`src/hdlcf_pkg.sv`:
```
package hdlcf_pkg;
  // ----------------------------------------
  // register byte offsets
  // ----------------------------------------
  localparam logic [7:0] OFS_CTRL = 8'h00;
  localparam logic [7:0] OFS_TXDATA = 8'h04;
  localparam logic [7:0] OFS_RXDATA = 8'h08;
  localparam logic [7:0] OFS_STATUS = 8'h0C;
  localparam logic [7:0] OFS_IMASK = 8'h10;
  localparam logic [7:0] OFS_ISTAT = 8'h14;
  localparam logic [7:0] OFS_TRIG = 8'h18;
  // ----------------------------------------
  // field positions
  // ----------------------------------------
  localparam int CTRL_TXQ_EN = 0;
  localparam int CTRL_CRC32 = 1;
  localparam int CTRL_SEND_ONES = 2;
  localparam int ST_OVERRUN = 3;
  // ----------------------------------------
  // reset values
  // ----------------------------------------
  localparam logic [2:0] CTRL_RST = 3'h0;
  localparam logic [3:0] IMASK_RST = 4'h0;
  localparam logic [4:0] TRIG_RST = 5'h01;
  // ----------------------------------------
  // line patterns and check constants
  // ----------------------------------------
  localparam logic [7:0] FLAG_BYTE = 8'h7E;
  localparam logic [7:0] ABORT_BYTE = 8'hFF;
  localparam logic [3:0] STUFF_RUN = 4'h5;
  localparam logic [3:0] ABORT_RUN = 4'h7;
  localparam logic [3:0] HALF_LEVEL = 4'h4;
  localparam logic [31:0] POLY16 = 32'h00001021;
  localparam logic [31:0] POLY32 = 32'h04C11DB7;
  localparam logic [31:0] RES16 = 32'h00001D0F;
  localparam logic [31:0] RES32 = 32'hC704DD7B;
  localparam logic [1:0] RESP_OKAY = 2'h0;
  localparam logic [1:0] RESP_SLVERR = 2'h2;
  // ----------------------------------------
  // types
  // ----------------------------------------
  typedef struct packed {
    logic abort_detected;
    logic crc_error;
    logic flag_detected;
    logic [7:0] data;
  } hdlcf_rxent_s;
  typedef enum logic [1:0] {TX_FLAG, TX_DATA, TX_FCS, TX_ONES} hdlcf_tx_e;
  typedef enum logic {RX_HUNT, RX_DATA} hdlcf_rx_e;
endpackage

```
`src/hdlcf_fifo.sv`:
```
`timescale 1ns/1ns
module hdlcf_fifo #(
  parameter int W = 8,
  parameter int DEPTH = 16
) (
  input wire logic aclk,
  input wire logic aresetn,
  input wire logic push,
  input wire logic [W-1:0] wdata,
  input wire logic pop,
  output logic [W-1:0] rdata,
  output logic full,
  output logic empty,
  output logic [$clog2(DEPTH):0] count
);
  localparam int AW = $clog2(DEPTH);
  // ----------------------------------------
  // storage and pointers
  // ----------------------------------------
  logic [W-1:0] mem [DEPTH];  // entries, no reset needed
  logic [AW-1:0] wp_q, wp_d, rp_q, rp_d;
  logic [AW:0] cnt_q, cnt_d;
  logic do_push, do_pop;

  if (DEPTH < 2 || (1 << AW) != DEPTH) begin : g_chk
    $error("depth must be a power of two");
  end

  // push into a full queue is dropped, pop from empty ignored
  always_comb begin
    do_push = push && !full;
    do_pop = pop && !empty;
    wp_d = do_push ? wp_q + 1'b1 : wp_q;
    rp_d = do_pop ? rp_q + 1'b1 : rp_q;
    cnt_d = cnt_q + {{AW{1'b0}}, do_push} - {{AW{1'b0}}, do_pop};
  end

  // pointer registers
  always_ff @(posedge aclk) begin
    if (!aresetn) begin
      wp_q <= '0;
      rp_q <= '0;
      cnt_q <= '0;
    end else begin
      wp_q <= wp_d;
      rp_q <= rp_d;
      cnt_q <= cnt_d;
    end
  end

  // data array write
  always_ff @(posedge aclk) begin
    if (do_push) begin
      mem[wp_q] <= wdata;
    end
  end

  assign rdata = mem[rp_q];
  assign full = cnt_q == DEPTH[AW:0];
  assign empty = cnt_q == '0;
  assign count = cnt_q;
endmodule

```
`src/hdlcf_top.sv`:
```
// Register access over AXI4-Lite and the placing of the registers were decided locally.
`timescale 1ns/1ns
// Overview of operation
// - flags are 7E, opening and closing
// - shared flag and zero-shared flags accepted
// - fields handled as plain byte stream
// - transmit stuffs zero after five ones
// - no stuffing while sending flags
// - receiver drops zero after five ones
// - seven unstuffed ones abort frame at once
// - seven or more ones abort, fifteen plus treated alike
// - idle line filled with back-to-back flags
// - CRC16 default, CRC32 selectable, flags excluded
// - preset ones, send complement, MSB first
// - 16-byte queues, transmit queue needs enable
// - half-full at four, not-full, not-empty
// - status changes raise masked interrupt
// - receive entry: byte plus three flags
// - overrun immediate, bytes dropped while full
// - first flag stores 7E with status
// - following flags in run not stored
// - eight zeros stored, error on next flag
// - abort stores FFh with only abort set
// - data ready at trigger level, default one
module hdlcf_top
  import hdlcf_pkg::*;
#(
  parameter int DEPTH = 16,
  parameter int BIT_DIV = 8
) (
  input wire logic aclk,
  input wire logic aresetn,
  input wire logic [7:0] s_axi_awaddr,
  input wire logic s_axi_awvalid,
  output logic s_axi_awready,
  input wire logic [31:0] s_axi_wdata,
  input wire logic [3:0] s_axi_wstrb,
  input wire logic s_axi_wvalid,
  output logic s_axi_wready,
  output logic [1:0] s_axi_bresp,
  output logic s_axi_bvalid,
  input wire logic s_axi_bready,
  input wire logic [7:0] s_axi_araddr,
  input wire logic s_axi_arvalid,
  output logic s_axi_arready,
  output logic [31:0] s_axi_rdata,
  output logic [1:0] s_axi_rresp,
  output logic s_axi_rvalid,
  input wire logic s_axi_rready,
  output logic line_txd,
  input wire logic line_rxd,
  input wire logic line_rx_clk,
  output logic status_irq
);
  import hdlcf_pkg::*;
  localparam int CW = $clog2(DEPTH) + 1;

  if (DEPTH < 4 || BIT_DIV < 2) begin : g_chk
    $error("depth below half-full level or divider too small");
  end

  // ----------------------------------------
  // crc helpers, msb-first shift
  // ----------------------------------------
  function automatic logic [31:0] crc_bit(logic [31:0] c, logic b, logic wide);
    logic fb;
    fb = (wide ? c[31] : c[15]) ^ b;
    crc_bit = (c << 1) ^ (fb ? (wide ? POLY32 : POLY16) : 32'h0);
    if (!wide) begin
      crc_bit[31:16] = 16'h0;
    end
  endfunction

  function automatic logic [31:0] crc_byte(logic [31:0] c, logic [7:0] d, logic wide);
    logic [31:0] r;
    r = c;
    for (int i = 0; i < 8; i++) begin
      r = crc_bit(r, d[i], wide);
    end
    crc_byte = r;
  endfunction

  // ----------------------------------------
  // registers and status
  // ----------------------------------------
  logic [2:0] ctrl_q, ctrl_d;     // queue enable, crc32, send ones
  logic [3:0] imask_q, imask_d;   // new_status_irq_enable bits
  logic [3:0] ists_q, ists_d;     // sticky change flags
  logic [3:0] stat_prev_q;        // last seen queue status
  logic [4:0] trig_q, trig_d;     // receive trigger level
  logic ovr_q, ovr_d;             // receive overrun
  logic bvalid_q, bvalid_d, rvalid_q, rvalid_d;
  logic [1:0] bresp_q, bresp_d, rresp_q, rresp_d;
  logic [31:0] rdata_q, rdata_d;
  logic wr_go, rd_go;             // accepted accesses
  logic tx_push, rx_pop;
  logic [3:0] stat_now;           // tx_hf, rx_hf, tx_nf, rx_ne
  logic tx_queue_half_full, rx_queue_half_full;
  logic tx_queue_not_full, rx_queue_not_empty, rx_data_ready;

  // ----------------------------------------
  // queues
  // ----------------------------------------
  logic [7:0] txq_rdata;
  logic txq_full, txq_empty, txq_pop;
  logic [CW-1:0] txq_cnt, rxq_cnt;
  hdlcf_rxent_s rxq_wdata, rxq_rdata;
  logic rxq_push, rxq_full, rxq_empty;

  hdlcf_fifo #(.W(8), .DEPTH(DEPTH)) u_txq (
    .aclk(aclk), .aresetn(aresetn), .push(tx_push), .wdata(s_axi_wdata[7:0]),
    .pop(txq_pop), .rdata(txq_rdata), .full(txq_full), .empty(txq_empty),
    .count(txq_cnt)
  );
  // entry keeps byte and its three flags
  hdlcf_fifo #(.W($bits(hdlcf_rxent_s)), .DEPTH(DEPTH)) u_rxq (
    .aclk(aclk), .aresetn(aresetn), .push(rxq_push), .wdata(rxq_wdata),
    .pop(rx_pop), .rdata(rxq_rdata), .full(rxq_full), .empty(rxq_empty),
    .count(rxq_cnt)
  );

  // queue status; without enable the transmit side holds one byte
  always_comb begin
    tx_queue_half_full = txq_cnt >= CW'(HALF_LEVEL);
    rx_queue_half_full = rxq_cnt >= CW'(HALF_LEVEL);
    tx_queue_not_full = ctrl_q[CTRL_TXQ_EN] ? !txq_full : txq_empty;
    rx_queue_not_empty = !rxq_empty;
    rx_data_ready = !rxq_empty && (rxq_cnt >= CW'(trig_q));
    stat_now = {tx_queue_half_full, rx_queue_half_full, tx_queue_not_full,
      rx_queue_not_empty};
  end

  // ----------------------------------------
  // axi4-lite slave
  // ----------------------------------------
  // write taken only with address and data both present
  assign s_axi_awready = s_axi_awvalid && s_axi_wvalid && !bvalid_q;
  assign s_axi_wready = s_axi_awready;
  assign s_axi_arready = !rvalid_q;
  assign wr_go = s_axi_awready;
  assign rd_go = s_axi_arvalid && s_axi_arready;
  assign tx_push = wr_go && s_axi_wstrb[0] && s_axi_awaddr == OFS_TXDATA
    && tx_queue_not_full;
  // data read advances the queue, so status must be read first
  assign rx_pop = rd_go && s_axi_araddr == OFS_RXDATA;

  // register writes, reads and answers
  always_comb begin
    ctrl_d = ctrl_q;
    imask_d = imask_q;
    trig_d = trig_q;
    bvalid_d = bvalid_q && !s_axi_bready;
    bresp_d = bresp_q;
    rvalid_d = rvalid_q && !s_axi_rready;
    rresp_d = rresp_q;
    rdata_d = rdata_q;
    ovr_d = ovr_q;
    // change of any queue status sets its sticky bit
    ists_d = ists_q;
    if (wr_go && s_axi_wstrb[0] && s_axi_awaddr == OFS_ISTAT) begin
      ists_d = ists_q & ~s_axi_wdata[3:0];
    end
    ists_d = ists_d | (stat_now ^ stat_prev_q);
    // host clears overrun, a new overrun wins
    if (wr_go && s_axi_wstrb[0] && s_axi_awaddr == OFS_STATUS
        && s_axi_wdata[ST_OVERRUN]) begin
      ovr_d = 1'b0;
    end
    if (rxq_push && rxq_full) begin
      ovr_d = 1'b1;
    end
    if (wr_go) begin
      bvalid_d = 1'b1;
      bresp_d = RESP_OKAY;
      if (s_axi_awaddr == OFS_CTRL) begin
        if (s_axi_wstrb[0]) ctrl_d = s_axi_wdata[2:0];
      end else if (s_axi_awaddr == OFS_IMASK) begin
        if (s_axi_wstrb[0]) imask_d = s_axi_wdata[3:0];
      end else if (s_axi_awaddr == OFS_TRIG) begin
        if (s_axi_wstrb[0]) trig_d = s_axi_wdata[4:0];
      end else if (s_axi_awaddr == OFS_TXDATA || s_axi_awaddr == OFS_STATUS
          || s_axi_awaddr == OFS_ISTAT) begin
        bresp_d = RESP_OKAY;
      end else begin
        bresp_d = RESP_SLVERR; // unmapped
      end
    end
    if (rd_go) begin
      rvalid_d = 1'b1;
      rresp_d = RESP_OKAY;
      rdata_d = 32'h0;
      if (s_axi_araddr == OFS_CTRL) begin
        rdata_d[2:0] = ctrl_q;
      end else if (s_axi_araddr == OFS_RXDATA) begin
        rdata_d[7:0] = rxq_rdata.data;
      end else if (s_axi_araddr == OFS_STATUS) begin
        rdata_d[8:0] = {stat_now, rx_data_ready, ovr_q, rxq_rdata.flag_detected,
          rxq_rdata.crc_error, rxq_rdata.abort_detected};
      end else if (s_axi_araddr == OFS_IMASK) begin
        rdata_d[3:0] = imask_q;
      end else if (s_axi_araddr == OFS_ISTAT) begin
        rdata_d[3:0] = ists_q;
      end else if (s_axi_araddr == OFS_TRIG) begin
        rdata_d[4:0] = trig_q;
      end else begin
        rresp_d = RESP_SLVERR; // unmapped reads zero
      end
    end
  end

  // register bank flops
  always_ff @(posedge aclk) begin
    if (!aresetn) begin
      ctrl_q <= CTRL_RST;
      imask_q <= IMASK_RST;
      trig_q <= TRIG_RST;
      ists_q <= 4'h0;
      stat_prev_q <= 4'h0;
      ovr_q <= 1'b0;
      bvalid_q <= 1'b0;
      bresp_q <= RESP_OKAY;
      rvalid_q <= 1'b0;
      rresp_q <= RESP_OKAY;
      rdata_q <= 32'h0;
    end else begin
      ctrl_q <= ctrl_d;
      imask_q <= imask_d;
      trig_q <= trig_d;
      ists_q <= ists_d;
      stat_prev_q <= stat_now;
      ovr_q <= ovr_d;
      bvalid_q <= bvalid_d;
      bresp_q <= bresp_d;
      rvalid_q <= rvalid_d;
      rresp_q <= rresp_d;
      rdata_q <= rdata_d;
    end
  end

  assign s_axi_bvalid = bvalid_q;
  assign s_axi_bresp = bresp_q;
  assign s_axi_rvalid = rvalid_q;
  assign s_axi_rresp = rresp_q;
  assign s_axi_rdata = rdata_q;
  assign status_irq = |(ists_q & imask_q);

  // ----------------------------------------
  // transmit framer
  // ----------------------------------------
  hdlcf_tx_e tx_st_q, tx_st_d;
  logic [$clog2(BIT_DIV)-1:0] div_q, div_d;
  logic tx_tick;
  logic [4:0] tbit_q, tbit_d;   // bit index in byte or fcs
  logic [7:0] tsr_q, tsr_d;     // outgoing byte, lsb first
  logic [2:0] tones_q, tones_d; // ones since last zero
  logic [31:0] tcrc_q, tcrc_d;
  logic txd_q, txd_d;
  logic wide;

  assign wide = ctrl_q[CTRL_CRC32];
  assign tx_tick = div_q == '0;

  // bit-time generator and serialiser
  always_comb begin
    div_d = tx_tick ? ($clog2(BIT_DIV))'(BIT_DIV - 1) : div_q - 1'b1;
    tx_st_d = tx_st_q;
    tbit_d = tbit_q;
    tsr_d = tsr_q;
    tones_d = tones_q;
    tcrc_d = tcrc_q;
    txd_d = txd_q;
    txq_pop = 1'b0;
    if (tx_tick) begin
      if (ctrl_q[CTRL_SEND_ONES]) begin
        // ones end any frame at once, no fcs
        tx_st_d = TX_ONES;
        txd_d = 1'b1;
        tones_d = 3'd0; // no stale run carried into the next flag
        tbit_d = 5'd0;
      end else if (tones_q == STUFF_RUN[2:0]) begin
        // last fcs bits may leave five ones pending, stuff before the flag
        txd_d = 1'b0;
        tones_d = 3'd0;
      end else if (tx_st_q == TX_ONES || tx_st_q == TX_FLAG) begin
        // flags sent raw, six ones kept
        txd_d = FLAG_BYTE[tbit_q[2:0]];
        tx_st_d = TX_FLAG;
        tbit_d = tbit_q + 5'd1;
        tones_d = 3'd0;
        if (tbit_q == 5'd7) begin
          tbit_d = 5'd0;
          if (!txq_empty) begin
            txq_pop = 1'b1;
            tsr_d = txq_rdata;
            tcrc_d = wide ? 32'hFFFFFFFF : 32'h0000FFFF;
            tx_st_d = TX_DATA;
          end
        end
      end else if (tx_st_q == TX_DATA) begin
        // bytes sent as-is, fields not interpreted
        txd_d = tsr_q[0];
        tsr_d = {1'b0, tsr_q[7:1]};
        tcrc_d = crc_bit(tcrc_q, tsr_q[0], wide);
        tones_d = tsr_q[0] ? tones_q + 3'd1 : 3'd0;
        tbit_d = tbit_q + 5'd1;
        if (tbit_q == 5'd7) begin
          tbit_d = 5'd0;
          if (!txq_empty) begin
            txq_pop = 1'b1;
            tsr_d = txq_rdata;
          end else begin
            tx_st_d = TX_FCS;
          end
        end
      end else begin
        // complement, highest order first
        txd_d = ~(wide ? tcrc_q[31] : tcrc_q[15]);
        tcrc_d = tcrc_q << 1;
        tones_d = txd_d ? tones_q + 3'd1 : 3'd0;
        tbit_d = tbit_q + 5'd1;
        if (tbit_q == (wide ? 5'd31 : 5'd15)) begin
          tbit_d = 5'd0;
          tx_st_d = TX_FLAG;
        end
      end
    end
  end

  // transmit flops
  always_ff @(posedge aclk) begin
    if (!aresetn) begin
      div_q <= '0;
      tx_st_q <= TX_FLAG;
      tbit_q <= 5'd0;
      tsr_q <= 8'h0;
      tones_q <= 3'd0;
      tcrc_q <= 32'h0;
      txd_q <= 1'b1;
    end else begin
      div_q <= div_d;
      tx_st_q <= tx_st_d;
      tbit_q <= tbit_d;
      tsr_q <= tsr_d;
      tones_q <= tones_d;
      tcrc_q <= tcrc_d;
      txd_q <= txd_d;
    end
  end

  assign line_txd = txd_q;

  // ----------------------------------------
  // receive deframer
  // ----------------------------------------
  logic [2:0] rclk_s_q;   // sync pair plus edge copy
  logic [1:0] rxd_s_q;    // sync pair
  logic rx_tick, rbit;
  hdlcf_rx_e rx_st_q, rx_st_d;
  logic [7:0] win_q, win_d;     // raw bits, newest at top
  logic [3:0] rones_q, rones_d; // raw ones run, saturating
  logic [7:0] rsr_q, rsr_d;     // byte being built
  logic [2:0] rbit_q, rbit_d;
  logic [31:0] rcrc_q, rcrc_d;
  logic run_q, run_d;           // inside a run of flags
  logic any_q, any_d;           // bytes since last flag
  logic zerr_q, zerr_d;         // eight zeros seen
  logic is_flag;

  // line inputs through two flops before use
  always_ff @(posedge aclk) begin
    if (!aresetn) begin
      rclk_s_q <= 3'h0;
      rxd_s_q <= 2'h3;
    end else begin
      rclk_s_q <= {rclk_s_q[1:0], line_rx_clk};
      rxd_s_q <= {rxd_s_q[0], line_rxd};
    end
  end

  assign rx_tick = rclk_s_q[1] && !rclk_s_q[2];
  assign rbit = rxd_s_q[1];

  // flag, abort and destuff decisions per received bit
  always_comb begin
    win_d = win_q;
    rones_d = rones_q;
    rx_st_d = rx_st_q;
    rsr_d = rsr_q;
    rbit_d = rbit_q;
    rcrc_d = rcrc_q;
    run_d = run_q;
    any_d = any_q;
    zerr_d = zerr_q;
    rxq_push = 1'b0;
    rxq_wdata = '0;
    is_flag = 1'b0;
    if (rx_tick) begin
      win_d = {rbit, win_q[7:1]};
      rones_d = !rbit ? 4'd0 : (rones_q == 4'hF ? rones_q : rones_q + 4'd1);
      // raw window checked bit by bit, so shared zeros work
      is_flag = win_d == FLAG_BYTE;
      if (is_flag) begin
        if (!run_q) begin
          // first flag of a run stored with its check result
          rxq_push = 1'b1;
          rxq_wdata.data = FLAG_BYTE;
          rxq_wdata.flag_detected = 1'b1;
          rxq_wdata.crc_error = zerr_q || (any_q
            && rcrc_q != (wide ? RES32 : RES16));
        end
        run_d = 1'b1; // later flags of the run dropped
        rx_st_d = RX_DATA;
        rcrc_d = wide ? 32'hFFFFFFFF : 32'h0000FFFF;
        any_d = 1'b0;
        zerr_d = 1'b0;
        rbit_d = 3'd0;
      end else if (rones_d == ABORT_RUN) begin
        // seven ones abort; longer runs stay hunting as idle
        if (rx_st_q == RX_DATA) begin
          rxq_push = 1'b1;
          rxq_wdata.data = ABORT_BYTE;
          rxq_wdata.abort_detected = 1'b1;
        end
        rx_st_d = RX_HUNT;
        run_d = 1'b0;
        // aborted frame owes no check result to the next flag
        any_d = 1'b0;
        zerr_d = 1'b0;
      end else if (rx_st_q == RX_DATA) begin
        if (win_d == 8'h00) begin
          zerr_d = 1'b1;
        end
        if (!(rones_q == 4'd5 && !rbit)) begin
          // stuffed zero skipped, others built into bytes
          rsr_d = {rbit, rsr_q[7:1]};
          rbit_d = rbit_q + 3'd1;
          if (rbit_q == 3'd7) begin
            rxq_push = 1'b1;
            rxq_wdata.data = rsr_d;
            rcrc_d = crc_byte(rcrc_q, rsr_d, wide);
            any_d = 1'b1;
            run_d = 1'b0;
          end
        end
      end
    end
  end

  // receive flops
  always_ff @(posedge aclk) begin
    if (!aresetn) begin
      rx_st_q <= RX_HUNT;
      win_q <= 8'h0;
      rones_q <= 4'd0;
      rsr_q <= 8'h0;
      rbit_q <= 3'd0;
      rcrc_q <= 32'h0;
      run_q <= 1'b0;
      any_q <= 1'b0;
      zerr_q <= 1'b0;
    end else begin
      rx_st_q <= rx_st_d;
      win_q <= win_d;
      rones_q <= rones_d;
      rsr_q <= rsr_d;
      rbit_q <= rbit_d;
      rcrc_q <= rcrc_d;
      run_q <= run_d;
      any_q <= any_d;
      zerr_q <= zerr_d;
    end
  end
endmodule

```
`config.mk`:
```
export PLATFORM = sky130hd
export DESIGN_NAME = hdlcf_top
export DESIGN_NICKNAME = d
export VERILOG_FILES = /design/src/hdlcf_pkg.sv /design/src/hdlcf_fifo.sv /design/src/hdlcf_top.sv
export SDC_FILE = /design/constraint.sdc
export NUM_CORES = 1
export LEC_CHECK = 0
export ABC_CLOCK_PERIOD_IN_PS = 4019
export BUFFER_PORTS_ARGS = -buffer_cell sky130_fd_sc_hd__buf_2
export CORE_AREA = 2 2 192 194
export DETAILED_ROUTE_END_ITERATION = 8
export DIE_AREA = 0 0 194 196
export GPL_TIMING_DRIVEN = 0
export PLACE_DENSITY = 0.89
export SYNTH_ARGS = -nofsm -noshare
export SYNTH_HDL_FRONTEND = slang
export SYNTH_SLANG_ARGS = --single-unit
```
`constraint.sdc`:
```
create_clock -name aclk -period 4.02 [get_ports aclk]
set_input_delay 0.201 -clock aclk [delete_from_list [all_inputs] [get_ports aclk]]
set_output_delay 0.201 -clock aclk [all_outputs]
set_load 0.005 [all_outputs]
```
* After elaboration in Yosys (flattened, before gate mapping)
Memories as Yosys holds them, arrays and structs flattened. A register that Yosys moved wholly into a read port is not among the register bits.
Index checks and enable logic that the tools add are counted.
** Storage, ports and cells
- ROM bits :: 8
- Register bits :: 180
- Input bits :: 61
- Memories kept :: 3
- Memory bits (writable) :: 304
- Word-level logic and storage cells :: 382
** Cells by class
- Reduce and logical (&&, ||, !) cells :: 65
- Add/subtract/negate cells :: 13
- Order comparisons :: 4
- Eq/ne operators :: 31
- Bitwise operators :: 31
- Mux-type cells :: 200
** Memories
- u_rxq.mem :: depth 16, width 11, rd ports 1, clocked after memory_dff 1, wr ports 1, RTL line hdlcf_fifo.sv:20 : logic [W-1:0] mem [DEPTH];
- u_txq.mem :: depth 16, width 8, rd ports 1, clocked after memory_dff 1, wr ports 1, RTL line hdlcf_fifo.sv:20
- (no name shown) :: depth 8, width 1, rd ports 1, clocked after memory_dff 1, wr ports 0, RTL line hdlcf_top.sv:286 : txd_d = FLAG_BYTE[tbit_q[2:0]];
** Operators with widths (count)
- $mux W16 :: 51
- $mux W32 :: 19
- $xor A32 B32 Y32 :: 8
- $mux W8 :: 13
- $mux W1 :: 61
- $mux W27 :: 2
- $eq A8 B5 Y1 const B :: 6
- $mux W5 :: 9
- $mux W3 :: 14
- $mux W4 :: 10
- $mux W2 :: 18
- $ne A32 B32 Y1 :: 1
- $xor A32 B27 Y32 :: 1
- $reduce_and A5 Y1 :: 5
- $eq A8 B4 Y1 const B :: 3
- $logic_not A8 Y1 :: 3
- $logic_and A1 B1 Y1 :: 21
- $add A4 B1 Y4 const B :: 5
- $reduce_and A4 Y1 :: 3
- $mux W11 :: 1
- $add A5 B1 Y5 :: 2
- $eq A5 B5 Y1 const B :: 2
- $ge A5 B3 Y1 const B :: 2
- $logic_not A1 Y1 :: 10
- other kinds (38) :: 74

* Longest topological paths before layout
Gate-level depths: netlist of the first run.
- Word-level depth :: 87
- Gate-level depth with buffers :: 13

* Cells and area by module
A second synthesis of the first run with hierarchy kept.
** Unflattened totals
- Cell total of the unflattened synthesis :: 1682
- Area, all modules :: 21909.8 sq um
** Modules (own cells, without submodules)
- hdlcf_top :: cells each 997, area an instance 8413.1 sq um, instances 1
- hdlcf_fifo (u_rxq) :: cells each 379, area an instance 7664.9 sq um, instances 1
- hdlcf_fifo (u_txq) :: cells each 306, area an instance 5831.8 sq um, instances 1

* Worst setup path before layout of the first run
No wires, ideal clock.
- Kind :: reg-to-reg
- Start point :: register rones_q[0]
- End point :: memory u_rxq.mem[0][0] in the netlist's numbering (enable)
- Path slack :: 796 ps
- Setup time :: 393 ps
- Buffers on the path :: 0
- Period minus slack after synthesis :: 3224 ps
- Data required time :: 3627 ps
- Cell stages (with the launch flop) :: 8
- Arrival :: 2831 ps
- Path through :: dfxtp_1 > ha_1 > nand3_1 > a211oi_2 > a21oi_1 > a2111oi_4 > nand2_1 > nor3_1
** On the way
- Word-level cells in the longest chain between the ends :: 10
** Ends and longest elaborated chain
- from (decl) :: RTL line hdlcf_top.sv:360 : logic [3:0] rones_q, rones_d;
- from (signal assigned) :: RTL line hdlcf_top.sv:464 : rones_q <= rones_d;
- $add A4 B1 Y4 (tied with other cells) :: RTL line hdlcf_top.sv:399 : rones_d = !rbit ? 4'd0 : (rones_q == 4'hF ? rones_q : rones_q + 4'd1);
- $mux W4 / $logic_and A1 B1 Y1 (equally long branches) :: RTL line hdlcf_top.sv:399, hdlcf_top.sv:433
- $mux W4 / $mux W1 (equally long branches) :: RTL line hdlcf_top.sv:399, hdlcf_top.sv:433
- $eq A4 B3 Y1 / $mux W1 (equally long branches) :: RTL line hdlcf_top.sv:417, hdlcf_top.sv:429
- $mux W1 (*) :: RTL line hdlcf_top.sv:417 : end else if (rones_d == ABORT_RUN) begin
- $mux W1 (*) :: RTL line hdlcf_top.sv:402 : if (is_flag) begin
- $mux W1 (*) :: RTL line hdlcf_top.sv:397 : if (rx_tick) begin
- $logic_and A1 B1 Y1 (*) :: RTL line hdlcf_fifo.sv:31 : do_push = push && !full;
- via u_rxq.do_push :: RTL line hdlcf_fifo.sv:23 : logic do_push, do_pop;
- $mux W1 (*) :: RTL line hdlcf_fifo.sv:53 : if (do_push) begin
- $mux W1 (implied by the code) (*) :: RTL line hdlcf_fifo.sv:54 : mem[wp_q] <= wdata;
- to (decl) :: RTL line hdlcf_fifo.sv:20
The timed path passes the listed nets; every way through them passes the cells marked *.

* Worst setup path after layout of the first run
- Start point :: register rones_q[0]
- End point :: memory u_rxq.mem[9][10] in the netlist's numbering (enable)
Same word-level chain as after synthesis.

==> results by group, run 1 <==
Status
  • Status: completed

STA
  • Fin. max-slew vios: 0
  • Tightest Pin Transition: between 1 and 1.5 ns
  • Period utilisation layout: 97.6%
  • Finish-stage setup viols: 0
  • Rel. slew slack: under 10%
  • Hold Slack: approximately 0.026 ns
  • Worst Skew: 0.0280 ns
  • Final min period: 3.92 ns
  • RSZ-0062 raised after global routing: yes
  • Setup TNS: 0 ns
  • Hold Vio Cnt, Final: 0
  • Max Clock Freq: 255 MHz

Global routing
  • Initial antenna violation count: 1
  • GRT Util Overall: 30.5%
  • First-pass GRT wire length: between 80 and 90 mm
  • Largest net degree at the start of global routing: 21
  • GRT overflow: 0
  • Vias in the first global route: between 10000 and 15000

Routing
  • Via density: about 6.5
  • Metal3 WL: roughly 5.6 mm
  • Met1 Wirelength: 20.3 mm
  • Drt pass-1 iters: 6
  • Routed WL: 58.2 mm
  • Routed met2 length: 29.0 mm
  • Highest routed metal layer: met4
  • Drc violations: 0
  • Routed Antenna Nets: 0
  • Drt wl/cell: ~25 µm
  • DR iter-0 viols: ~1900
  • Via count: 14800

Synthesis
  • Sequential-to-total area share from yosys stat: between 50% and 60%
  • EDFF count, synth: 304
  • Yosys warns: 0
  • Top-area cell type share of the netlist area: between 40% and 50%
  • Synth area leaders: edfxtp_1 42%, dfxtp_1 17%, mux4_2 8.8%
  • Synthesized area: 21600 µm²
  • Syn Inst Count: 1645
  • Area leader, netlist: edfxtp_1
  • Avg Inst Size Synth: approximately 13 µm²
  • Cell variety after synth: 76
  • FF+latch count, synth: 489
  • Post-synth ARST share: 0%
  • Primary FF master, synth: edfxtp_1

Critical path
  • Worst EP arrival: a little over 4 ns
  • Critical Path Fanout Max: 11
  • Crit start category: register
  • Crit path cell chain: ha_1 -> xnor2_1 -> nor4_1 -> a21oi_1 -> a2111oi_4 -> nand2_1 -> nor2_2
  • Crit Path Category: register to register
  • Critical path's largest stage delay: 0.79 ns
  • Slowest stage cell, crit path: nor2_2
  • Buf/Inv on CP: 0
  • Worst endpoint required time: 4.21 ns
  • CP delay by family, top: simple AND/OR/NAND/NOR gates
  • Endpoint type of the worst setup path: register

Layout
  • FF/Latch Area: 12800 µm²
  • FILL cells: around 2300
  • P&R area growth vs syn: 12.7%
  • Commonest non-fill, non-tap cell in the layout: edfxtp_1
  • Share of cells above drive strength 1: 17.3%
  • Multi-input logic area: 8200 µm²
  • Nets: ~1900
  • Most frequent cells in the layout: 304 x edfxtp_1, 185 x dfxtp_1, 116 x nand2_1

Placement
  • Routability cong.: 0.914
  • I/O Buffers: 50
  • Detailed Place HPWL: 36.8 mm

Pwr
  • P_leak: slightly below 0.009 µW
  • Power per cell area: 438 nW/µm²
  • Pwr Total: 10700 µW
  • Peak VDD IR: 411 µV

Die
  • Row cnt: 70
  • Core area: ~36000 µm²
  • Starting Density: 60.0%
  • Die area: about 38000 µm²
  • I/O Pins: 104
  • Die X: 194 µm
  • Die Y: between 150 and 200 µm

Clocking
  • Skew-Pair Late Insertion Delay: roughly 0.59 ns
  • CTS H-tree depth: 2
  • Clock Tree Buf Depth: 3
  • Num CTS Buffers: 49
  • CTS tree: built
  • Clk pin slew, worst setup/hold paths: about 0.07 ns
  • Root Buffer: clkbuf_16
  • TritonCTS Sinks: approximately 490

Hold path
  • Worst Hold Class: input port to register

Run
  • Max Cap Viol: 0
## layout make-up
| cell class | instances | share of cell area, % |
|---|---|---|
| Buffer | 116 | 2.34 |
| Sequential cell | 489 | 52.6 |
| Timing Repair Buffer | 60 | 1.46 |
| Antenna cell | 2 | 0.0205 |
| Clock inverter | 35 | 1.48 |
| Tap cell | 468 | 2.40 |
| Multi-Input combinational cell | 1011 | 33.6 |
| Clock buffer | 56 | 5.22 |
| Inverter | 53 | 0.816 |
## through the flow
step | std cells | worst slack, ns | util [%] | cell area, µm²
floorplan | 1669 | 0.796 | - | 21700
global placement | 2187 | -0.216 | 62.5 | 22600
detailed placement | 2191 | -0.313 | 62.7 | 22600
CTS | 2288 | -0.139 | 67.5 | 24300
global route | 2288 | -0.0638 | 67.5 | 24400
finish | 2290 | 0.0964 | 67.6 | 24400
## repair_timing
action	CTS	global route
resized for setup	6	7
gates cloned	0	0
pin swaps	0	0
hold buffers	6	0
endpoints found under the hold margin	5	0
setup buffers	0	0
endpoints found under the setup margin	104	104
## final timing paths
kind,start,end,slack [ns],depth (start not counted)
min reg2reg,rxd_s_q[0],rxd_s_q[1],0.41,1
max,rones_q[0],u_rxq.mem[9][10],0.1,7
max reg2reg,rones_q[0],u_rxq.mem[9][10],0.1,7
min,s_axi_wdata[7],u_txq.mem[1][7],0.03,1
## flip-flops by register name, summed over array words and instances, names as in the netlist, 7 cells and up, named ones only
signal and cells:
win_q 7, u_rxq.mem 176, u_txq.mem 128, rcrc_q 32
tcrc_q 32, s_axi_rdata 9, rsr_q 7, tsr_q 8
## power by group
part	switching [µW]	total [µW]	leakage, µW	internal (µW)
Clock	2020	4700	0.000777	2680
Sequential	51.9	5410	0.00465	5360
Combinational	364	559	0.00334	194
Total	2440	10700	0.00877	8230
## logic make-up after synthesis
| kind of cell | synth area share [%] |
|---|---|
| AOI/OAI and AO/OA | 8.69 |
| xor gates and xnor gates | 6.39 |
| adders and majority gates | 2.61 |
| buffers and inverters | 3.55 |
| DFF | 59.3 |
| muxes | 10.7 |
| other | 0.0173 |
| and+or+nand+nor | 8.78 |
## per-layer routing
layer	GRT usage (%)	vias up
li1	-	6311
met1	36.4	7253
met2	53.0	1021
met3	5.45	253
met4	16.0	0
met5	0	-
## Yosys cell counts, types with 14 or more instances
| cell type | count |
|---|---|
| mux2i_1 | 37 |
| nor3_1 | 19 |
| buf_4 | 27 |
| nand3_1 | 16 |
| a211oi_1 | 40 |
| o21ai_0 | 62 |
| nor2b_1 | 25 |
| clkbuf_1 | 66 |
| ha_1 | 42 |
| xnor2_1 | 86 |
| dfxtp_1 | 185 |
| a21oi_1 | 96 |
| nand2_1 | 116 |
| nor2_1 | 114 |
| mux4_2 | 85 |
| and2_1 | 30 |
| xor2_1 | 36 |
| buf_2 | 14 |
| inv_1 | 52 |
| edfxtp_1 | 304 |
## worst reg2reg max path, stage by stage (launching register included)
cell and delay, ns:
dfxtp_1 0.42, ha_1 0.32, xnor2_1 0.10, nor4_1 0.51, a21oi_1 0.27, a2111oi_4 0.74
nand2_1 0.37, nor2_2 0.80
No activity file was read; power rests on OpenSTA's default activity.
==> run 2: changes to the inputs <==
- CORE_AREA: 2 2 192 194 -> 2 2 252 254
- CTS_BUF_LIST: default -> sky130_fd_sc_hd__clkbuf_16
- DIE_AREA: 0 0 194 196 -> 0 0 254 256
- PLACE_DENSITY: 0.89 -> 0.61
==> run 2 against run 1 <==
Against the previous run: setup slack got worse by 0.073 ns; combinational power decreased by 3%; final area increased by 3.0%; sequential share of layout area decreased by 1.5 points; clock power increased by 8.1%; first-iteration DRC count decreased by 37%; final cell count increased by 17%; critical endpoint is now u_rxq.mem[5][7]; largest power group unchanged.
==> results by group, run 2 (synthesis gave the netlist of run 1 again) <==
Placement
  • Routability cong.: 0.882 (-3.5%)
  • Detailed Place HPWL: 36.5 mm (-0.63%)
  • Area post-placement: 23100 µm² (+2.2%)
  • I/O Buffers: 50 (unchanged)

Global routing
  • GRT Util Overall: 16.5% (-14 points)
  • First-pass GRT wire length: 81.2 mm (-7.9%)
  • Vias in the first global route: 13400 (-9.9%)
  • Initial antenna violation count: 3 (+2)
  • Largest net degree at the start of global routing: 21 (unchanged)
  • GRT overflow: 0 (unchanged)

Layout
  • Commonest non-fill, non-tap cell in the layout: edfxtp_1
  • Number of flip-flops in the largest register: 176 (unchanged)
  • Largest Register: u_rxq.mem
  • FILL cells: 5841 (+150%)
  • Nets: 1896 (+0.58%)
  • Share of cells above drive strength 1: 16.8% (-0.46 points)
  • P&R area growth vs syn: 16.0%
  • Final instance area: 25100 µm² (+3.0%)
  • Final Util: 40.2% (-27 points)
  • Antenna diodes: 0 (-2)
  • Largest regs: u_rxq.mem (176), u_txq.mem (128)
  • Most frequent cells in the layout: 304 x edfxtp_1, 185 x dfxtp_1, 116 x nand2_1

Routing
  • DR iter-0 viols: 1197 (-37%)
  • Drt wl/cell: 20.0 µm (-21%)
  • Drt pass-1 iters: 5 (-1)
  • Drc violations: 0 (unchanged)
  • Via density: 5.10 (-21%)
  • Routed Antenna Nets: 0 (unchanged)
  • Via count: 13700 (-7.9%)
  • Routed WL: 53.7 mm (-7.8%)

Pwr
  • Peak VDD IR: 306 µV (-25%)
  • Pwr Total: 11000 µW (+3.4%)
  • Power per cell area: 440 nW/µm² (+0.45%)
  • P_leak: 0.00894 µW (+2.0%)

Clocking
  • Num CTS Buffers: 52 (+6.1%)
  • Clock Tree Buf Depth: 3 (unchanged)
  • TritonCTS Sinks: 489 (unchanged)
  • CTS H-tree depth: 2 (unchanged)
  • Skew-Pair Late Insertion Delay: 0.61 ns (+0.02 ns)
  • Post-CTS setup buffer count: 0 (unchanged)
  • CTS tree: built
  • Clk pin slew, worst setup/hold paths: 0.06 ns (about the same)
  • Root Buffer: clkbuf_16

Critical path
  • Slowest stage cell, crit path: nor2_1
  • CP delay by family, top: simple AND/OR/NAND/NOR gates
  • Endpoint type of the worst setup path: register
  • Worst EP arrival: 4.21 ns (+0.10 ns)
  • CP Depth: 7 (unchanged)
  • Cells on worst reg2reg path: 7 (unchanged)
  • Critical Path Fanout Max: 11 (unchanged)
  • Buf/Inv on CP: 0 (unchanged)
  • Worst endpoint required time: 4.23 ns (+0.02 ns)
  • Critical path's largest stage delay: 1.09 ns (+0.30 ns)
  • Crit Path Category: register to register
  • Crit start category: register
  • Crit path cell chain: ha_1 -> nand3_1 -> a211oi_2 -> a21oi_1 -> a2111oi_4 -> nand2_1 -> nor2_1

Die
  • Starting Density: 34.7% (-25 points)
  • Die area: 65000 µm² (+71%)
  • Die X: 254 µm (+31%)
  • Row cnt: 92 (+31%)
  • I/O Pins: 104 (unchanged)
  • Die Y: 256 µm (+31%)
  • Core area: 62400 µm² (+73%)

Status
  • Status: completed

STA
  • Final min period: 4.00 ns (+0.0731 ns)
  • Period utilisation layout: 99.4% (+1.8 points)
  • Tightest Pin Transition: 1.37 ns (-0.00319 ns)
  • Worst Skew: 0.0210 ns (-0.00699 ns)
  • Hold Slack: 0.0275 ns (+0.00118 ns)
  • Finish-stage setup viols: 0 (unchanged)
  • Max Clock Freq: 250 MHz (-1.8%)
  • Hold Vio Cnt, Final: 0 (unchanged)
  • RSZ-0062 raised after global routing: yes
  • Rel. slew slack: 8.07% (-0.13 points)
  • Fin. max-slew vios: 0 (unchanged)

Hold path
  • Hold Crit Depth: 1 (unchanged)
  • Worst Hold Class: input port to register

Run
  • Max Cap Viol: 0 (unchanged)
-- run 2: changes by cell type in the layout (fill, tap and decap cells not counted), moves of 3 or more --
cell	before	now
dlygate4sd3_1	6	12
bufinv_16	6	10
clkinv_1	6	13
nor2_2	11	8
inv_1	52	60
nor2_1	102	107
clkbuf_16	49	53
clkbuf_1	71	66
clkinvlp_4	7	2
-- run 2: what timing repair did --
item	CTS	global route
endpoints found under the setup margin	16	55
hold endpoints to repair	69	0
resized for setup	1	2
hold buffers	12	0
-- run 2: worst register-to-register path: cells and delay by family (launching register included) --
family / cells / cell delay (ns)
and+or+nand+nor: 3 / 1.56
AOI/OAI and AO/OA: 3 / 1.31
adders and majority gates: 1 / 0.32
DFF: 1 / 0.42
-- run 2: metrics by stage --
stage	cells	setup TNS, ns	setup slack, ns
finish	2680	0	0.0233
global route	2680	-6.07	-0.207
CTS	2679	0	0.0533
detailed placement	2570	-0.531	-0.0335
global placement	2565	-29.57	-0.625
floorplan	1669	0	0.796
-- run 2: routing by layer --
layer,GRT usage [%],routed length [µm],share of wire [%],vias up
met5,0,0,0,-
met4,5.70,1590,3.0,0
met3,2.73,3350,6.2,100
met2,26.3,24700,46,450
met1,22.8,24000,45,6773
li1,-,-,-,6338
-- run 2: cell type report --
| cell class | instances | area, µm² | share of cell area [%] |
|---|---|---|---|
| Buffer | 116 | 569 | 2.27 |
| Timing Repair Buffer | 68 | 438 | 1.74 |
| Clock buffer | 53 | 1330 | 5.28 |
| Tap cell | 846 | 1060 | 4.22 |
| Inverter | 53 | 199 | 0.793 |
| Multi-Input combinational cell | 1011 | 8180 | 32.6 |
| Clock inverter | 44 | 497 | 1.98 |
| Sequential cell | 489 | 12800 | 51.1 |
-- run 2: report_power, final --
part           switching [µW]  internal (µW)  total (µW)
registers                51.1           5360        5410
logic                     344            196         540
clock network            2040           3050        5080
-- run 2: final timing paths --
check | from | endpoint | slack, ns
worst min register to register | rxd_s_q[0] | rxd_s_q[1] | 0.41
worst max register to register | rones_q[0] | u_rxq.mem[5][7] | 0.02
worst min-delay path | s_axi_wdata[0] | u_txq.mem[14][0] | 0.03
worst max-delay path | rones_q[0] | u_rxq.mem[5][7] | 0.02
==> run 3: changes to the inputs <==
- CTS_BUF_LIST: sky130_fd_sc_hd__clkbuf_16 -> default
==> run 3 against run 2 <==
Against the previous run: sequential cell count unchanged; utilization about the same; register-to-register slack got worse by 0.02 ns; clock skew decreased by 0.0016 ns; sequential power about the same; combinational power about the same; setup slack got worse by 0.017 ns; non-clock buffer count unchanged; clock power increased by 0.8%; critical path depth unchanged; die area unchanged; critical endpoint unchanged; largest cell class unchanged.
==> results by group, run 3 (synthesis gave the netlist of run 1 again) <==
Status
  • Status: completed

STA
  • Final min period: 4.01 ns (+0.0169 ns)
  • Finish-stage setup viols: 0 (unchanged)
  • Hold Vio Cnt, Final: 0 (unchanged)
  • RSZ-0062 raised after global routing: yes
  • Worst Skew: 0.0194 ns (-0.00165 ns)
  • Tightest Pin Transition: 1.44 ns (+0.0637 ns)
  • Period utilisation layout: 99.8% (+0.42 points)
  • Fin. max-slew vios: 0 (unchanged)
  • Rel. slew slack: 3.81% (-4.3 points)
  • Max Clock Freq: 249 MHz (-0.42%)

Global routing
  • Vias in the first global route: 13400 (+0.015%)
  • Initial antenna violation count: 3 (unchanged)
  • First-pass GRT wire length: 81.2 mm (unchanged)
  • Largest net degree at the start of global routing: 21 (unchanged)
  • GRT overflow: 0 (unchanged)
  • GRT Util Overall: 16.5% (unchanged)

Layout
  • P&R area growth vs syn: 16.0% (about the same)
  • Largest Register: u_rxq.mem
  • Share of cells above drive strength 1: 16.8% (+0.055 points)
  • Largest regs: u_rxq.mem (176), u_txq.mem (128)
  • Nets: 1896 (unchanged)
  • Non-filler instance count after layout: 2680 (unchanged)
  • FILL cells: 5839 (-0.034%)
  • Final instance area: 25100 µm² (about the same)
  • Most frequent cells in the layout: 304 x edfxtp_1, 185 x dfxtp_1, 116 x nand2_1
  • Commonest non-fill, non-tap cell in the layout: edfxtp_1
  • Number of flip-flops in the largest register: 176 (unchanged)
  • Antenna diodes: 0 (unchanged)

Die
  • Core area: 62400 µm² (unchanged)
  • Die X: 254 µm (unchanged)
  • I/O Pins: 104 (unchanged)
  • Row cnt: 92 (unchanged)
  • Starting Density: 34.7% (unchanged)
  • Die Y: 256 µm (unchanged)
  • Die area: 65000 µm² (unchanged)

Clocking
  • Clk pin slew, worst setup/hold paths: 0.06 ns (about the same)
  • Skew-Pair Late Insertion Delay: 0.61 ns (about the same)
  • Clock Tree Buf Depth: 3 (unchanged)
  • TritonCTS Sinks: 489 (unchanged)
  • Root Buffer: clkbuf_16
  • CTS H-tree depth: 2 (unchanged)
  • Num CTS Buffers: 52 (unchanged)
  • CTS tree: built
  • Post-CTS setup buffer count: 0 (unchanged)

Critical path
  • Crit Path Category: register to register
  • Endpoint type of the worst setup path: register
  • Crit start category: register
  • Buf/Inv on CP: 0 (unchanged)
  • Slowest stage cell, crit path: nor2_1
  • Worst endpoint required time: 4.23 ns (about the same)
  • Critical Path Fanout Max: 11 (unchanged)
  • Crit path cell chain: ha_1 -> nand3_1 -> a211oi_2 -> a21oi_1 -> a2111oi_4 -> nand2_1 -> nor2_1
  • Critical path's largest stage delay: 1.14 ns (+0.05 ns)
  • Worst EP arrival: 4.22 ns (about the same)
  • CP delay by family, top: simple AND/OR/NAND/NOR gates

Routing
  • Drt wl/cell: 20.0 µm (about the same)
  • Drt pass-1 iters: 5 (unchanged)
  • Highest routed metal layer: met4
  • Via density: 5.09 (-0.10%)
  • Metal3 WL: 3.53 mm (+5.2%)
  • Routed WL: 53.6 mm (about the same)
  • Routed met2 length: 24.7 mm (about the same)
  • Met1 Wirelength: 23.9 mm (-0.50%)
  • DR iter-0 viols: 1194 (-0.25%)
  • Routed Antenna Nets: 0 (unchanged)
  • Drc violations: 0 (unchanged)
  • Via count: 13600 (-0.10%)

Placement
  • Placed Cells: 2570 (unchanged)
  • Detailed Place HPWL: 36.5 mm (unchanged)
  • I/O Buffers: 50 (unchanged)
  • Area post-placement: 23100 µm² (unchanged)
  • Routability cong.: 0.882 (unchanged)

Pwr
  • Pwr Total: 11100 µW (+0.30%)
  • Peak VDD IR: 305 µV (-0.34%)
  • P_leak: 0.00892 µW (-0.31%)
  • Power per cell area: 441 nW/µm² (+0.26%)

Hold path
  • Worst Hold Class: input port to register

Run
  • Max Cap Viol: 0 (unchanged)
[run 3: changes by cell type in the layout (fill, tap and decap cells not counted)]
cell | before | now
clkbuf_1 | 66 | 74
inv_1 | 60 | 52
clkbuf_8 | 0 | 1
clkinv_1 | 13 | 12
[run 3: worst paths after layout]
check | start | end | slack, ns | cells after the start
setup reg to reg | rones_q[0] | u_rxq.mem[5][7] | 0.006 | 7
setup / recovery | rones_q[0] | u_rxq.mem[5][7] | 0.006 | 7
hold reg to reg | rxd_s_q[0] | rxd_s_q[1] | 0.41 | 1
hold / removal | s_axi_wdata[0] | u_txq.mem[14][0] | 0.03 | 1
[run 3: power by group]
| group | switching, µW | total (µW) | internal (µW) |
|---|---|---|---|
| Clock | 2030 | 5120 | 3080 |
| Sequential | 50.4 | 5410 | 5360 |
| Combinational | 344 | 539 | 196 |
| Total | 2430 | 11100 | 8640 |
[run 3: repair_timing]
item / in CTS / in global routing
setup endpoints to repair: 16 / 55
endpoints found under the hold margin: 69 / 0
hold buffers: 12 / 0
gates resized for setup: 1 / 2
[run 3: cell type report]
type | instances | area (µm²) | share of cell area, %
Multi-Input combinational cell | 1011 | 8180 | 32.6
Clock buffer | 62 | 1370 | 5.46
Tap cell | 846 | 1060 | 4.22
Inverter | 53 | 199 | 0.792
Sequential cell | 489 | 12800 | 51.1
Clock inverter | 35 | 463 | 1.84
Timing Repair Buffer | 68 | 438 | 1.74
Buffer | 116 | 569 | 2.27
[run 3: routing by layer]
metal / global-route usage [%] / vias up
met2: 26.3 / 459
met3: 2.73 / 93
met1: 22.8 / 6753
met5: 0 / -
li1: - / 6342
met4: 5.70 / 0
[run 3: metrics by stage]
stage | worst slack, ns | TNS (ns) | hold WS (ns) | util [%]
after floorplan | 0.796 | 0 | 0.300 | -
after global placement | -0.625 | -29.57 | 0.388 | 36.9
after detailed placement | -0.0335 | -0.531 | 0.399 | 37.1
after CTS | 0.0533 | 0 | 0.00925 | 40.2
after global routing | -0.207 | -6.08 | 0.0342 | 40.2
final | 0.00642 | 0 | 0.0279 | 40.2
